<file path="src/design/csl_pkg.sv">
// Constants shared by the clock strap latch and mode select logic.
// Assumes a single 100 MHz system clock and a synchronous active-high reset.
package csl_pkg;

  // Cycles the pin synchronisers need before a strap level may be captured.
  localparam int unsigned SYNC_CYCLES   = 2;
  localparam logic [1:0]  SETTLE_CYCLES = 2'h2;

  // Strap values after reset, before the first capture.
  localparam logic [3:0]  RST_FREQ_CODE = 4'h0;
  localparam logic        RST_STRAP     = 1'h0;
  localparam logic        RST_REF_2X    = 1'h0;

  // Clock synthesis model: frequencies are in units of 10 kHz. Each output toggles
  // when its accumulator passes NCO_LIMIT, so the limit stands for 400 MHz.
  localparam logic [16:0] NCO_LIMIT     = 17'h0_9C40;
  localparam logic [15:0] USB_FREQ      = 16'h12C0;
  localparam logic [15:0] SIO_FREQ_LOW  = 16'h0960;
  localparam logic [15:0] SIO_FREQ_HIGH = 16'h12C0;
  localparam logic [16:0] RST_ACC       = 17'h0_0000;

  // Processor clock pair output types.
  localparam logic        MODE_OPEN_DRAIN = 1'h0;
  localparam logic        MODE_PUSH_PULL  = 1'h1;

  // Memory clock modes.
  localparam logic        MEM_DOUBLE_RATE = 1'h0;
  localparam logic        MEM_SINGLE_RATE = 1'h1;

  // Power-up sequencing states.
  typedef enum logic [2:0] {
    CSL_SETTLE  = 3'b001,
    CSL_WAIT_PG = 3'b010,
    CSL_RUN     = 3'b100
  } csl_state_e;

endpackage : csl_pkg

</file>
<file path="src/design/csl_strap_ctrl.sv">
// Strap latch and mode select for a system clock generator.
// Assumes board straps and a power-good level on pins outside this clock domain; a clock
// output is modelled as a registered level driven by a synchronous accumulator.
`timescale 1ns/1ps
module csl_strap_ctrl (
  input  wire logic        sys_clk,
  input  wire logic        rst,
  input  wire logic        clk_en,
  input  wire logic        freq_sel_bit0_in,
  output logic             freq_sel_bit0_out,
  output logic             freq_sel_bit0_oe,
  input  wire logic        freq_sel_bit1_in,
  output logic             freq_sel_bit1_out,
  output logic             freq_sel_bit1_oe,
  input  wire logic        freq_sel_bit2_in,
  output logic             freq_sel_bit2_out,
  output logic             freq_sel_bit2_oe,
  input  wire logic        freq_sel_bit3_in,
  output logic             freq_sel_bit3_out,
  output logic             freq_sel_bit3_oe,
  input  wire logic        cpu_family_strap_in,
  output logic             cpu_family_strap_out,
  output logic             cpu_family_strap_oe,
  input  wire logic        current_multiplier_strap_in,
  output logic             current_multiplier_strap_out,
  output logic             current_multiplier_strap_oe,
  input  wire logic        memory_mode_strap_in,
  output logic             memory_mode_strap_out,
  output logic             memory_mode_strap_oe,
  input  wire logic        core_power_good_n_in,
  output logic             core_power_good_n_out,
  output logic             core_power_good_n_oe,
  input  wire logic        crystal_input,
  input  wire logic        memory_buffer_in,
  input  wire logic        ref_a_strength_2x,
  input  wire logic        superio_select_48,
  output logic             cpu_clock_true_out,
  output logic             cpu_clock_true_oe,
  output logic             cpu_clock_comp_out,
  output logic             cpu_clock_comp_oe,
  output logic             graphics_port_clock,
  output logic             pci_clock,
  output logic      [5:0]  memory_clock_true,
  output logic      [5:0]  memory_clock_comp,
  output logic      [3:0]  freq_select_code,
  output logic             cpu_push_pull_mode,
  output logic             current_mult_6x,
  output logic             memory_single_rate,
  output logic             ref_a_drive_2x,
  output logic             clocks_enabled,
  output logic      [15:0] cpu_freq,
  output logic      [15:0] graphics_freq,
  output logic      [15:0] pci_freq
);

  // Pin synchronisers: bit order is fs0..fs3, family, mult, memory mode, power good,
  // crystal, buffer input.
  logic [9:0] pin_meta;
  logic [9:0] pin_sync;
  wire  [9:0] pin_raw = {memory_buffer_in, crystal_input, core_power_good_n_in,
                         memory_mode_strap_in, current_multiplier_strap_in,
                         cpu_family_strap_in, freq_sel_bit3_in, freq_sel_bit2_in,
                         freq_sel_bit1_in, freq_sel_bit0_in};

  wire [3:0] fs_sync      = pin_sync[3:0];
  wire       family_sync  = pin_sync[4];
  wire       mult_sync    = pin_sync[5];
  wire       memmode_sync = pin_sync[6];
  wire       pg_n_sync    = pin_sync[7];
  wire       crystal_sync = pin_sync[8];
  wire       buffer_sync  = pin_sync[9];

  csl_pkg::csl_state_e state;
  csl_pkg::csl_state_e next_state;
  logic [1:0]  settle_cnt;
  logic        straps_released;

  // One accumulator step; the top bit flags a wrap, which toggles the clock.
  function automatic logic [17:0] nco_step(input logic [16:0] acc, input logic [15:0] inc);
    logic [16:0] sum;
    sum = acc + {1'b0, inc};
    if (sum >= csl_pkg::NCO_LIMIT)
      nco_step = {1'b1, 17'(sum - csl_pkg::NCO_LIMIT)};
    else
      nco_step = {1'b0, sum};
  endfunction : nco_step

  wire settle_done = (state == csl_pkg::CSL_SETTLE) && (settle_cnt == csl_pkg::SETTLE_CYCLES);
  wire pg_event    = (state == csl_pkg::CSL_WAIT_PG) && !pg_n_sync;
  wire latch_all   = settle_done;
  wire relatch_pg  = pg_event;
  wire running     = (state == csl_pkg::CSL_RUN);

  always_comb
  begin
    next_state = state;
    case (state)
      csl_pkg::CSL_SETTLE:
        if (settle_done)
          next_state = family_sync ? csl_pkg::CSL_WAIT_PG : csl_pkg::CSL_RUN;
      csl_pkg::CSL_WAIT_PG:
        if (pg_event)
          next_state = csl_pkg::CSL_RUN;
      csl_pkg::CSL_RUN:
        next_state = csl_pkg::CSL_RUN;
      default:
        next_state = csl_pkg::CSL_SETTLE;
    endcase
  end

  always_ff @(posedge sys_clk)
  begin
    if (rst)
    begin
      pin_meta <= 10'h000;
      pin_sync <= 10'h000;
    end
    else if (clk_en)
    begin
      pin_meta <= pin_raw;
      pin_sync <= pin_meta;
    end
  end

  // Reset release stands for the supply crossing; captures wait for the synchronisers.
  always_ff @(posedge sys_clk)
  begin
    if (rst)
    begin
      state      <= csl_pkg::CSL_SETTLE;
      settle_cnt <= 2'h0;
    end
    else if (clk_en)
    begin
      state <= next_state;
      if (state == csl_pkg::CSL_SETTLE && settle_cnt != csl_pkg::SETTLE_CYCLES)
        settle_cnt <= settle_cnt + 2'h1;
    end
  end

  always_ff @(posedge sys_clk)
  begin
    if (rst)
    begin
      freq_select_code   <= csl_pkg::RST_FREQ_CODE;
      cpu_push_pull_mode <= csl_pkg::RST_STRAP;
      current_mult_6x    <= csl_pkg::RST_STRAP;
      memory_single_rate <= csl_pkg::RST_STRAP;
      straps_released    <= 1'b0;
    end
    else if (clk_en)
    begin
      if (latch_all)
      begin
        freq_select_code   <= fs_sync;
        cpu_push_pull_mode <= family_sync;
        current_mult_6x    <= mult_sync;
        memory_single_rate <= memmode_sync;
        straps_released    <= !family_sync;
      end
      else if (relatch_pg)
      begin
        freq_select_code <= fs_sync;
        current_mult_6x  <= mult_sync;
        straps_released  <= 1'b1;
      end
    end
  end

  always_ff @(posedge sys_clk)
  begin
    if (rst)
      ref_a_drive_2x <= csl_pkg::RST_REF_2X;
    else if (clk_en)
      ref_a_drive_2x <= ref_a_strength_2x;
  end

  // Frequency decode and synchronous synthesis of the table clocks.
  logic [15:0] tbl_cpu;
  logic [15:0] tbl_graphics;
  logic [15:0] tbl_pci;

  csl_freq_table u_table (
    .freq_select_code (freq_select_code),
    .cpu_freq         (tbl_cpu),
    .graphics_freq    (tbl_graphics),
    .pci_freq         (tbl_pci)
  );

  logic [16:0] acc_cpu;
  logic [16:0] acc_gfx;
  logic [16:0] acc_pci;
  logic [16:0] acc_usb;
  logic [16:0] acc_sio;
  logic        cpu_level;
  logic        gfx_level;
  logic        pci_level;
  logic        usb_level;
  logic        sio_level;

  wire [15:0] sio_inc  = superio_select_48 ? csl_pkg::SIO_FREQ_HIGH : csl_pkg::SIO_FREQ_LOW;
  wire [17:0] step_cpu = nco_step(acc_cpu, tbl_cpu);
  wire [17:0] step_gfx = nco_step(acc_gfx, tbl_graphics);
  wire [17:0] step_pci = nco_step(acc_pci, tbl_pci);
  wire [17:0] step_usb = nco_step(acc_usb, csl_pkg::USB_FREQ);
  wire [17:0] step_sio = nco_step(acc_sio, sio_inc);

  // All accumulators restart together when clocks start, which keeps them in step.
  always_ff @(posedge sys_clk)
  begin
    if (rst || !running)
    begin
      acc_cpu   <= csl_pkg::RST_ACC;
      acc_gfx   <= csl_pkg::RST_ACC;
      acc_pci   <= csl_pkg::RST_ACC;
      acc_usb   <= csl_pkg::RST_ACC;
      acc_sio   <= csl_pkg::RST_ACC;
      cpu_level <= 1'b0;
      gfx_level <= 1'b0;
      pci_level <= 1'b0;
      usb_level <= 1'b0;
      sio_level <= 1'b0;
    end
    else if (clk_en)
    begin
      acc_cpu   <= step_cpu[16:0];
      acc_gfx   <= step_gfx[16:0];
      acc_pci   <= step_pci[16:0];
      acc_usb   <= step_usb[16:0];
      acc_sio   <= step_sio[16:0];
      cpu_level <= cpu_level ^ step_cpu[17];
      gfx_level <= gfx_level ^ step_gfx[17];
      pci_level <= pci_level ^ step_pci[17];
      usb_level <= usb_level ^ step_usb[17];
      sio_level <= sio_level ^ step_sio[17];
    end
  end

  // Pin drive: shared pins stay inputs until their strap has been taken.
  wire od_mode = (cpu_push_pull_mode == csl_pkg::MODE_OPEN_DRAIN);
  wire pg_pin_as_ref = straps_released && od_mode && running;

  always_ff @(posedge sys_clk)
  begin
    if (rst)
    begin
      freq_sel_bit0_out            <= 1'b0;
      freq_sel_bit0_oe             <= 1'b0;
      freq_sel_bit1_out            <= 1'b0;
      freq_sel_bit1_oe             <= 1'b0;
      freq_sel_bit2_out            <= 1'b0;
      freq_sel_bit2_oe             <= 1'b0;
      freq_sel_bit3_out            <= 1'b0;
      freq_sel_bit3_oe             <= 1'b0;
      cpu_family_strap_out         <= 1'b0;
      cpu_family_strap_oe          <= 1'b0;
      current_multiplier_strap_out <= 1'b0;
      current_multiplier_strap_oe  <= 1'b0;
      memory_mode_strap_out        <= 1'b0;
      memory_mode_strap_oe         <= 1'b0;
      core_power_good_n_out        <= 1'b0;
      core_power_good_n_oe         <= 1'b0;
    end
    else if (clk_en)
    begin
      freq_sel_bit0_out            <= running & crystal_sync;
      freq_sel_bit0_oe             <= running;
      freq_sel_bit1_out            <= pci_level;
      freq_sel_bit1_oe             <= running;
      freq_sel_bit2_out            <= sio_level;
      freq_sel_bit2_oe             <= running;
      freq_sel_bit3_out            <= usb_level;
      freq_sel_bit3_oe             <= running;
      cpu_family_strap_out         <= gfx_level;
      cpu_family_strap_oe          <= running;
      current_multiplier_strap_out <= pci_level;
      current_multiplier_strap_oe  <= running;
      memory_mode_strap_out        <= pci_level;
      memory_mode_strap_oe         <= running;
      core_power_good_n_out        <= pg_pin_as_ref & crystal_sync;
      core_power_good_n_oe         <= pg_pin_as_ref;
    end
  end

  // Processor pair: open-drain mode only pulls low, never drives high.
  always_ff @(posedge sys_clk)
  begin
    if (rst)
    begin
      cpu_clock_true_out <= 1'b0;
      cpu_clock_true_oe  <= 1'b0;
      cpu_clock_comp_out <= 1'b0;
      cpu_clock_comp_oe  <= 1'b0;
    end
    else if (clk_en)
    begin
      if (!running)
      begin
        cpu_clock_true_out <= 1'b0;
        cpu_clock_true_oe  <= 1'b0;
        cpu_clock_comp_out <= 1'b0;
        cpu_clock_comp_oe  <= 1'b0;
      end
      else if (od_mode)
      begin
        cpu_clock_true_out <= 1'b0;
        cpu_clock_true_oe  <= !cpu_level;
        cpu_clock_comp_out <= 1'b0;
        cpu_clock_comp_oe  <= cpu_level;
      end
      else
      begin
        cpu_clock_true_out <= cpu_level;
        cpu_clock_true_oe  <= 1'b1;
        cpu_clock_comp_out <= !cpu_level;
        cpu_clock_comp_oe  <= 1'b1;
      end
    end
  end

  wire mem_double = (memory_single_rate == csl_pkg::MEM_DOUBLE_RATE);

  always_ff @(posedge sys_clk)
  begin
    if (rst)
    begin
      graphics_port_clock <= 1'b0;
      pci_clock           <= 1'b0;
      memory_clock_true   <= 6'h00;
      memory_clock_comp   <= 6'h00;
      clocks_enabled      <= 1'b0;
      cpu_freq            <= 16'h0000;
      graphics_freq       <= 16'h0000;
      pci_freq            <= 16'h0000;
    end
    else if (clk_en)
    begin
      graphics_port_clock <= gfx_level;
      pci_clock           <= pci_level;
      memory_clock_true   <= {6{running & buffer_sync}};
      memory_clock_comp   <= {6{running & (buffer_sync ^ mem_double)}};
      clocks_enabled      <= running;
      cpu_freq            <= tbl_cpu;
      graphics_freq       <= tbl_graphics;
      pci_freq            <= tbl_pci;
    end
  end

endmodule : csl_strap_ctrl

</file>
<file path="src/design/csl_freq_table.sv">
// Frequency table: maps the 4-bit select code to processor, graphics-port and PCI rates.
// Purely combinational; the caller registers the results. Rates are in 10 kHz units.
`timescale 1ns/1ps
module csl_freq_table (
  input  wire logic [3:0]  freq_select_code,
  output logic      [15:0] cpu_freq,
  output logic      [15:0] graphics_freq,
  output logic      [15:0] pci_freq
);

  always_comb
  begin
    case (freq_select_code)
      4'h0:    begin cpu_freq = 16'h1A18; graphics_freq = 16'h1A18; pci_freq = 16'h0D0C; end
      4'h1:    begin cpu_freq = 16'h2710; graphics_freq = 16'h1A18; pci_freq = 16'h0D0C; end
      4'h2:    begin cpu_freq = 16'h2EE0; graphics_freq = 16'h1770; pci_freq = 16'h0BB8; end
      4'h3:    begin cpu_freq = 16'h3415; graphics_freq = 16'h1A0B; pci_freq = 16'h0D05; end
      4'h4:    begin cpu_freq = 16'h1C20; graphics_freq = 16'h1C20; pci_freq = 16'h0E10; end
      4'h5:    begin cpu_freq = 16'h2904; graphics_freq = 16'h1B58; pci_freq = 16'h0DAC; end
      4'h6:    begin cpu_freq = 16'h3E80; graphics_freq = 16'h1900; pci_freq = 16'h0C80; end
      4'h7:    begin cpu_freq = 16'h36B0; graphics_freq = 16'h1B58; pci_freq = 16'h0DAC; end
      4'h8:    begin cpu_freq = 16'h1E14; graphics_freq = 16'h1E14; pci_freq = 16'h0F0A; end
      4'h9:    begin cpu_freq = 16'h2AF8; graphics_freq = 16'h1CA5; pci_freq = 16'h0E53; end
      4'hA:    begin cpu_freq = 16'h4650; graphics_freq = 16'h1770; pci_freq = 16'h0BB8; end
      4'hB:    begin cpu_freq = 16'h4114; graphics_freq = 16'h1A04; pci_freq = 16'h0D02; end
      4'hC:    begin cpu_freq = 16'h2328; graphics_freq = 16'h1770; pci_freq = 16'h0BB8; end
      4'hD:    begin cpu_freq = 16'h2710; graphics_freq = 16'h1A0B; pci_freq = 16'h0D05; end
      4'hE:    begin cpu_freq = 16'h4E20; graphics_freq = 16'h1A0B; pci_freq = 16'h0D05; end
      default: begin cpu_freq = 16'h3415; graphics_freq = 16'h1A0B; pci_freq = 16'h0D05; end
    endcase
  end

endmodule : csl_freq_table

</file>
<file path="config.mk">
export PLATFORM = sky130hd
export DESIGN_NAME = csl_strap_ctrl
export DESIGN_NICKNAME = d
export VERILOG_FILES = /design/src/design/csl_pkg.sv /design/src/design/csl_strap_ctrl.sv /design/src/design/csl_freq_table.sv
export SDC_FILE = /design/constraint.sdc
export NUM_CORES = 1
export LEC_CHECK = 0
export BUFFER_PORTS_ARGS = -buffer_cell sky130_fd_sc_hd__buf_2
export CAP_MARGIN = 20
export CORE_MARGIN = 2
export CORE_UTILIZATION = 50
export CTS_CLUSTER_SIZE = 40
export DETAILED_ROUTE_END_ITERATION = 6
export MAX_ROUTING_LAYER = met4
export PLACE_DENSITY_LB_ADDON = 0.2
export REMOVE_ABC_BUFFERS = 1
export SKIP_CTS_REPAIR_TIMING = 1
export SYNTH_ARGS = -nofsm -noshare
export SYNTH_HDL_FRONTEND = slang
export SYNTH_HIERARCHICAL = 1
export SYNTH_SLANG_ARGS = --single-unit
</file>
<file path="constraint.sdc">
create_clock -name sys_clk -period 4.6 [get_ports sys_clk]
set_input_delay 0.23 -clock sys_clk [delete_from_list [all_inputs] [get_ports sys_clk]]
set_output_delay 0.23 -clock sys_clk [all_outputs]
set_load 0.01 [all_outputs]
</file>
==> results of run 1 <==
## flip-flops by register name, summed over array words and instances, names as in the netlist, 3 cells and up
| register | flops |
|---|---|
| state | 3 |
| pci_freq | 16 |
| pin_sync | 10 |
| pin_meta | 10 |
| acc_gfx | 17 |
| graphics_freq | 16 |
| acc_cpu | 17 |
| acc_pci | 17 |
| freq_select_code | 4 |
| cpu_freq | 16 |
| acc_usb | 11 |
| acc_sio | 12 |
## power by group
group	internal, mW	switching [mW]	total, mW
Combinational	0.205	0.313	0.517
Sequential	1.56	0.0363	1.60
Clock	0.795	0.716	1.51
Total	2.56	1.07	3.63
## cells in the final DEF, fill, tap and decap left out, types with 14 or more instances in the layout
cell type and instances:
nor2_1 196, dfxtp_1 174, a21oi_1 109, buf_2 103, mux2i_1 100, nand2_1 80
o21ai_0 79, ha_1 69, xnor2_1 47, inv_1 46, nor3_1 37, buf_4 36
nand3_1 33, xor2_1 29, nand2b_1 21, a211oi_1 19, and3_1 19, nor2b_1 18
o211ai_1 18, or3_1 18, clkbuf_16 17, o21a_1 16, o21ai_1 14
## layer usage
layer,up-vias,global-route usage (%)
met1,4878,32.78
met2,215,37.87
met3,39,2.984
met4,0,6.692
li1,5339,-
met5,-,-
## cells by family (layout without fill, tap and decap cells)
kind of cell	count (synthesis)	after routing	share of synthesized area (%)
simple gates	491	491	19.75
flops	175	175	29.45
buf+inv	162	223	6.858
xor+xnor	79	79	5.943
compound gates	379	379	20.94
mux	103	103	8.699
fa+ha+maj	77	77	8.289
other cells	2	11	0.06313
## tightest hold or removal path, delay by kind of cell
family	cells	cell delay (ns)
buf+inv	1	0.07
simple gates	1	0.07
mux	1	0.05
## through the flow
step                      cell area [um2]  hold WS [ns]
after CTS                           13120       0.01243
after floorplan                     11300        0.2991
after detailed placement            12510        0.4599
final                               13250       0.01979
after global routing                13250       0.01893
after global placement              12500        0.4517
## area by class of cell
cell class | instances | area, um2 | area share (%)
repair buffers | 142 | 828.3 | 6.252
well taps | 319 | 399.1 | 3.013
inverters | 49 | 183.9 | 1.388
flip-flops and latches | 175 | 3505 | 26.45
clock inverters | 14 | 167.7 | 1.266
clock buffers | 18 | 439.2 | 3.315
multi-input cells | 1140 | 7725 | 58.31
## worst paths after layout
check | from | end | cells after the start
worst min-delay path | freq_sel_bit0_in | pin_meta[0]$_SDFFE_PP0P_ | 3
worst min register to register | cpu_clock_comp_oe$_SDFFE_PP0P_ | cpu_clock_comp_oe$_SDFFE_PP0P_ | 2
worst max-delay path | freq_select_code[0]$_SDFFE_PP0P_ | gfx_level$_SDFFE_PP0P_ | 20
worst max register to register | freq_select_code[0]$_SDFFE_PP0P_ | gfx_level$_SDFFE_PP0P_ | 20
==> out/qor.csv, run 1 <==
metric;value;unit
synthArstFlopShare;0;%
die_y;158.2;um
max_cap_viol_count;0;
wl_met3;1034;um
yosys.cell_count.top_type;nor2_1;
synth.distinct_cells;95;
synth_cells;1468;
layoutNonFillerInstCount;1857;
worst_skew_pair.late_latency;0.44;ns
grt_start_max_net_pins;72;
critPathArrivalTime;4.75;ns
drc_errors;0;
root_buffer;clkbuf_16;
preCtsSetupSlack;0.03714;ns
critPathRequiredTime;4.97;ns
fmax;228.4;MHz
start_kind;register;
synth_common_cells;nor2_1 (196), dfxtp_1 (175), a21oi_1 (111);
synth_top_area_share;29.45;%
synth_seq_cells;175;
end_kind;register;
htreeDepth;4;
synth-main-ff-cell;dfxtp_1;
slew_violations;0;
syn_to_final_growth;11.37;%
setup-violations-final;0;
yosysTopAreaCell;dfxtp_1;
worst_slack;0.2220;ns
min_period;4.378;ns
grt_overflow;0;
hold_class;input pin to register;
skew;0.01236;ns
crit_slowest_cell;fa_1;
utilization;56.61;%
powerDensity;273.9;mW/mm2
syn_area_per_cell;8.103;um2
cts_tree;yes;
grtUsageTotal;24.10;%
layout-drive-gt1-share;14.82;%
die_area;0.02504;mm2
power.total;3.628;mW
highest_layer;met4;
start_util;50.83;%
die_w;158.2;um
fin_setup_tns;0;ns
vias_per_cell;5.639;
yosys_warnings;6;
ys_seq_area_share;29.45;%
routedWlPerCell;15.53;um
ir_worst_vdd;0.0002174;V
clkTransAtPathRegs;0.08;ns
num_rows;56;
place.gp.congestion;0.9615;
core;0.02340;mm2
ant_nets;0;
crit_family;compound AO/OA/AOI/OAI gates;
finalHoldViolations;0;
synth_area_leaders;dfxtp_1 (29%), mux2i_1 (8.4%), ha_1 (7.8%);
r2r_slack;0.22;ns
hpwl;20890;um
p_leak;5.703;nW
routed_wl;28850;um
antenna_found_initial;0;
status;complete, no violations;
ios;106;
dr.pass1.iters;5;
synth_edf_count;0;
worst_slew_pin_slew;0.9263;ns
cts_made_buffers;17;
m1WireLength;14310;um
drt_first_iter_violations;710;
cp.buffers_inverters;4;
clkSinkCount;175;
grt_pass1_wl;47990;um
n_fill_cell;2254;
worst-path-max-fanout;8;
slowest_delay;0.47;ns
via_count;10470;
wl_met2;13040;um
nets;1617;
finalCritPeriodShare;95.17;%
worstSetupPathType;register to register;
slew_headroom;37.80;%
path_cells;inv_1 -> ha_1 -> nand2b_1 -> o21ai_1 -> inv_1 -> fa_1 -> nor2b_2 -> o31a_1 -> nor3_1 -> nor2_1 -> ha_1 -> nand4b_1 -> a2111oi_4 -> buf_4 -> nor3_1 -> o311ai_1 -> a21oi_2 -> buf_6 -> or3_1 -> a21oi_1;
port_buffers;105;
cts_buffer_depth;2;
grt_pass1_vias;9808;
dpl.cell_count;1823;
diodes;0;
netlist_area;0.01190;mm2
(Power assumes the default switching activity.)
==> run 2: changes to the inputs <==
--- a/config.mk
+++ b/config.mk
@@ -8,7 +8,7 @@
 export BUFFER_PORTS_ARGS = -buffer_cell sky130_fd_sc_hd__buf_2
 export CAP_MARGIN = 20
 export CORE_MARGIN = 2
-export CORE_UTILIZATION = 50
+export CORE_UTILIZATION = 45
 export CTS_CLUSTER_SIZE = 40
 export DETAILED_ROUTE_END_ITERATION = 6
 export MAX_ROUTING_LAYER = met4
==> run 2 against run 1 <==
Compared with the run above: first-iteration DRC count shrank 4.5%; non-clock buffer count rose by 11; register-to-register slack got worse by 0.03 ns; design area increased by 1.1%; global-route usage is 2.4 points lower; routed wire length increased by 3.3%; sequential power barely moved; total power grew 0.73%; largest power group unchanged.
==> out/qor.csv, run 2 (synthesis gave the netlist of run 1 again) <==
metric;value;unit;change
cts_made_buffers;17;;unchanged
layout-drive-gt1-share;16.01;%;+1.2 points
place.gp.congestion;0.9319;;-3.1%
worst-path-max-fanout;9;;+1
grt_start_max_net_pins;84;;+17%
dpl.cell_count;1845;;+1.2%
routed_wl;29800;um;+3.3%
n_fill_cell;2533;;+12%
critPathArrivalTime;4.68;ns;-0.07 ns
slew_headroom;38.71;%;+0.91 points
ir_worst_vdd;0.0002527;V;+16%
die_area;0.02775;mm2;+11%
power.total;3.655;mW;+0.73%
grt_overflow;0;;unchanged
layoutNonFillerInstCount;1884;;+1.5%
cts_buffer_depth;2;;unchanged
htreeDepth;4;;unchanged
holdWs;0.01465;ns;-0.005137 ns
die_y;166.6;um;+5.3%
start_kind;register;;
worst_slew_pin_slew;0.9193;ns;-0.007036 ns
syn_to_final_growth;12.62;%;
die_w;166.6;um;+5.3%
p_int;2.525;mW;-1.5%
routedWlPerCell;15.82;um;+1.8%
mostFrequentLayoutCells;nor2_1 (195), dfxtp_1 (174), a21oi_1 (108);;
diodes;0;;unchanged
cp.buffers_inverters;3;;-1
comb_power_share;14.4;%;about the same
slew_violations;0;;unchanged
path_cells;buf_4 -> ha_2 -> and3_1 -> ha_1 -> inv_1 -> fa_1 -> nor2b_2 -> o2111ai_2 -> nand3b_1 -> xnor2_1 -> inv_1 -> ha_1 -> nand4b_1 -> or4_4 -> a2111oi_4 -> o21a_2 -> nor2_2 -> o21ai_0 -> a41oi_1;;
swShare;30.90;%;+1.5 points
worst_skew_pair.late_latency;0.45;ns;about the same
max_cap_viol_count;0;;unchanged
powerDensity;272.8;mW/mm2;-0.39%
grt_pass1_vias;9709;;-1.0%
port_buffers;105;;unchanged
slowest_delay;0.56;ns;+0.09 ns
clkSinkCount;175;;unchanged
antenna_found_initial;0;;unchanged
setup-violations-final;0;;unchanged
grtUsageTotal;21.73;%;-2.4 points
nets;1628;;+0.68%
vias_per_cell;5.591;;-0.84%
core;0.02598;mm2;+11%
drc_errors;0;;unchanged
ios;106;;unchanged
finalHoldViolations;0;;unchanged
min_period;4.411;ns;+0.03270 ns
dr.pass1.iters;5;;unchanged
layout_commonest_cell;nor2_1;;
ant_nets;0;;unchanged
hold_class;input pin to register;;
root_buffer;clkbuf_16;;
grt_pass1_wl;49030;um;+2.2%
crit_slowest_cell;or4_4;;
seqPwrFrac;43.8;%;-0.3 points
skew;0.02198;ns;+0.009628 ns
end_kind;register;;
drt_first_iter_violations;678;;-4.5%
worstSetupPathType;register to register;;
clkTransAtPathRegs;0.09;ns;about the same
num_rows;59;;+5.4%
r2r_slack;0.19;ns;-0.03 ns
clockPowerShare;41.9;%;+0.3 points
crit_family;simple AND/OR/NAND/NOR gates;;
hpwl;21270;um;+1.8%
critPathRequiredTime;4.87;ns;-0.10 ns
start_util;45.78;%;-5.1 points
top_regs;acc_cpu (17), acc_gfx (17), acc_pci (17);;
status;complete, no violations;;
fmax;226.7;MHz;-0.74%
cts_tree;yes;;
rsz0062_at_grt;yes;;
finalCritPeriodShare;95.89;%;+0.71 points
switchingPower;1.129;mW;+6.0%
via_count;10530;;+0.60%
p_leak;5.753;nW;+0.89%
## run 2: final timing paths
path              depth (start not counted)                        startpoint                             end
setup / recovery                         19  freq_select_code[0]$_SDFFE_PP0P_         acc_cpu[9]$_SDFFE_PP0P_
hold / removal                            3               cpu_family_strap_in        pin_meta[4]$_SDFFE_PP0P_
setup reg to reg                         19  freq_select_code[0]$_SDFFE_PP0P_         acc_cpu[9]$_SDFFE_PP0P_
hold reg to reg                           2    freq_sel_bit0_out$_SDFFE_PP0P_  freq_sel_bit0_out$_SDFFE_PP0P_
## run 2: layer usage
| metal | wire [um] | share of wire [%] | global-route usage (%) | vias up |
|---|---|---|---|---|
| li1 | - | - | - | 5368 |
| met1 | 14770 | 50 | 29.39 | 4923 |
| met2 | 13520 | 45 | 33.90 | 210 |
| met3 | 1039 | 3.5 | 3.565 | 33 |
| met4 | 472 | 1.6 | 5.547 | 0 |
| met5 | 0 | 0 | - | - |
## run 2: layout make-up
cell class              count  area (um2)  share of cell area [%]
inverters                  49       183.9                   1.373
flip-flops and latches    175        3505                   26.16
clock buffers              17       425.4                   3.175
clock inverters            15       200.2                   1.494
repair buffers            153       894.6                   6.678
multi-input cells        1140        7769                   57.99
well taps                 335       419.2                   3.129
## run 2: stage by stage
step	setup slack, ns	utilization [%]	setup TNS, ns	cell area [um2]
3_3_place_gp	0.2014	48.36	0	12570
6_report	0.1893	51.56	0	13400
4_1_cts	0.01894	50.77	0	13190
2_1_floorplan	0.03917	-	0	11300
5_1_grt	-0.05692	51.56	-0.2412	13400
3_5_place_dp	0.09073	48.36	0	12570
## run 2: tightest hold or removal path, cell delays in order
cell	delay (ns)
buf_2	0.08
mux2i_1	0.05
nor2_1	0.07
## run 2: power groups by stage
| stage | clock network [mW] | registers (mW) | logic [mW] |
|---|---|---|---|
| global placement | 0 | 1.63 | 0.503 |
| finish | 1.53 | 1.60 | 0.525 |
| global route | 1.63 | 1.61 | 0.588 |
| detailed placement | 0 | 1.64 | 0.509 |
| CTS | 1.57 | 1.60 | 0.512 |
| floorplan | 0 | 1.64 | 0.334 |
==> run 3: changes to the inputs <==
--- a/config.mk
+++ b/config.mk
@@ -9,11 +9,12 @@
 export CAP_MARGIN = 20
 export CORE_MARGIN = 2
 export CORE_UTILIZATION = 45
-export CTS_CLUSTER_SIZE = 40
+export CTS_CLUSTER_SIZE = 8
 export DETAILED_ROUTE_END_ITERATION = 6
 export MAX_ROUTING_LAYER = met4
 export PLACE_DENSITY_LB_ADDON = 0.2
 export REMOVE_ABC_BUFFERS = 1
+export SETUP_SLACK_MARGIN = 0.2
 export SKIP_CTS_REPAIR_TIMING = 1
 export SYNTH_ARGS = -nofsm -noshare
 export SYNTH_HDL_FRONTEND = slang
==> run 3 against run 2 <==
Compared with the run above: design area grew 2.3%; sequential share of layout area is 0.55 points lower; fmax grew 4.4%; worst setup slack gained 0.19 ns; critical path type unchanged; critical endpoint unchanged.
==> out/qor.csv, run 3 (synthesis gave the netlist of run 1 again) <==
metric;value;unit;change
dpl.cell_count;1845;;unchanged
grt_pass1_wl;49030;um;unchanged
start_kind;register;;
drc_errors;0;;unchanged
setup-violations-final;0;;unchanged
die_area;0.02775;mm2;unchanged
stdcell_area;0.01370;mm2;+2.3%
multi_input_area;0.007963;mm2;+2.5%
clkSinkCount;175;;unchanged
die_y;166.6;um;unchanged
fmax;236.7;MHz;+4.4%
preCtsSetupSlack;0.09073;ns;unchanged
die_w;166.6;um;unchanged
skew;0.02100;ns;-0.0009799 ns
slew_headroom;38.79;%;+0.080 points
ios;106;;unchanged
layout-drive-gt1-share;18.58;%;+2.6 points
vias_per_cell;5.567;;-0.43%
port_buffers;105;;unchanged
top_regs;acc_cpu (17), acc_gfx (17), acc_pci (17);;
p_leak;5.856;nW;+1.8%
diodes;0;;unchanged
grt_overflow;0;;unchanged
reg2reg_from;freq_select_code[0]$_SDFFE_PP0P_;;
finalHoldViolations;0;;unchanged
dr.pass1.iters;5;;unchanged
cts_tree;yes;;
worstSetupPathType;register to register;;
grt_start_max_net_pins;84;;unchanged
n_fill_cell;2510;;-0.91%
rsz0062_at_grt;yes;;
routedWlPerCell;15.96;um;+0.88%
setup.worst_path.start;freq_select_code[0]$_SDFFE_PP0P_;;
via_count;10560;;+0.20%
min_period;4.224;ns;-0.1867 ns
seq_area;0.003510;mm2;+0.14%
place.gp.congestion;0.9319;;unchanged
max_cap_viol_count;0;;unchanged
slew_violations;0;;unchanged
antenna_found_initial;0;;unchanged
worst-path-max-fanout;7;;-2
cts_made_buffers;17;;unchanged
cts_buffer_depth;2;;unchanged
critPathArrivalTime;4.49;ns;-0.19 ns
critPathRequiredTime;4.87;ns;about the same
start_util;45.78;%;unchanged
core;0.02598;mm2;unchanged
htreeDepth;4;;unchanged
layout_commonest_cell;nor2_1;;
hold_class;input pin to register;;
holdWs;0.01448;ns;-0.0001742 ns
grt_pass1_vias;9709;;unchanged
clkTransAtPathRegs;0.09;ns;about the same
grtUsageTotal;21.73;%;unchanged
finalCritPeriodShare;91.83;%;-4.1 points
worst_skew_pair.late_latency;0.45;ns;about the same
utilization;52.74;%;+1.2 points
worst_slack;0.3759;ns;+0.1867 ns
nets;1640;;+0.74%
worst_slew_pin_slew;0.9181;ns;-0.001195 ns
dpl-instance-area;0.01257;mm2;unchanged
ir_worst_vdd;0.0002505;V;-0.85%
mostFrequentLayoutCells;nor2_1 (194), dfxtp_1 (172), a21oi_1 (105);;
drt_first_iter_violations;758;;+12%
num_rows;59;;unchanged
routed_wl;30260;um;+1.5%
hpwl;21270;um;unchanged
fin_setup_tns;0;ns;unchanged
status;complete, no violations;;
root_buffer;clkbuf_16;;
ant_nets;0;;unchanged
layoutNonFillerInstCount;1896;;+0.64%
power.total;3.669;mW;+0.38%
end_kind;register;;
syn_to_final_growth;15.21;%;
powerDensity;267.7;mW/mm2;-1.9%
min_from;cpu_family_strap_in;;
-- run 3: path summary, 6_finish.rpt --
kind                                                       end  slack, ns  depth (start not counted)
worst max-delay path                   acc_cpu[9]$_SDFFE_PP0P_       0.38                         19
worst min-delay path                  pin_meta[4]$_SDFFE_PP0P_       0.01                          3
worst max register to register         acc_cpu[9]$_SDFFE_PP0P_       0.38                         19
worst min register to register  freq_sel_bit0_out$_SDFFE_PP0P_       0.46                          2
-- run 3: per-layer routing --
| layer | global-route usage (%) | up-vias | part of all wire [%] |
|---|---|---|---|
| li1 | - | 5379 | - |
| met1 | 29.39 | 4964 | 49 |
| met2 | 33.90 | 181 | 46 |
| met3 | 3.565 | 31 | 3.2 |
| met4 | 5.547 | 0 | 1.5 |
| met5 | - | - | 0 |
-- run 3: cell type report --
type	count	area share, %
Clock inverter	15	1.461
Sequential cell	175	25.61
Tap cell	335	3.059
Timing Repair Buffer	165	7.322
Inverter	49	1.342
Multi-Input combinational cell	1140	58.10
Clock buffer	17	3.104
-- run 3: power breakdown --
part | internal, mW | switching, mW
logic | 0.217 | 0.321
registers | 1.56 | 0.0381
clock network | 0.753 | 0.776
total | 2.53 | 1.14
-- run 3: worst max-delay path, stage by stage, from the launching register on --
cell       delay (ns)
dfxtp_2          0.36
inv_1            0.06
ha_1             0.32
nand2_2          0.11
o21ai_0          0.11
o21ai_1          0.22
ha_1             0.30
nor2b_2          0.19
o2111ai_2        0.19
nand3b_1         0.12
xnor2_1          0.15
inv_1            0.09
ha_1             0.14
nand4b_1         0.10
or4_4            0.56
a2111oi_4        0.34
o21a_2           0.27
nor2_2           0.11
o21ai_0          0.17
a41oi_1          0.14
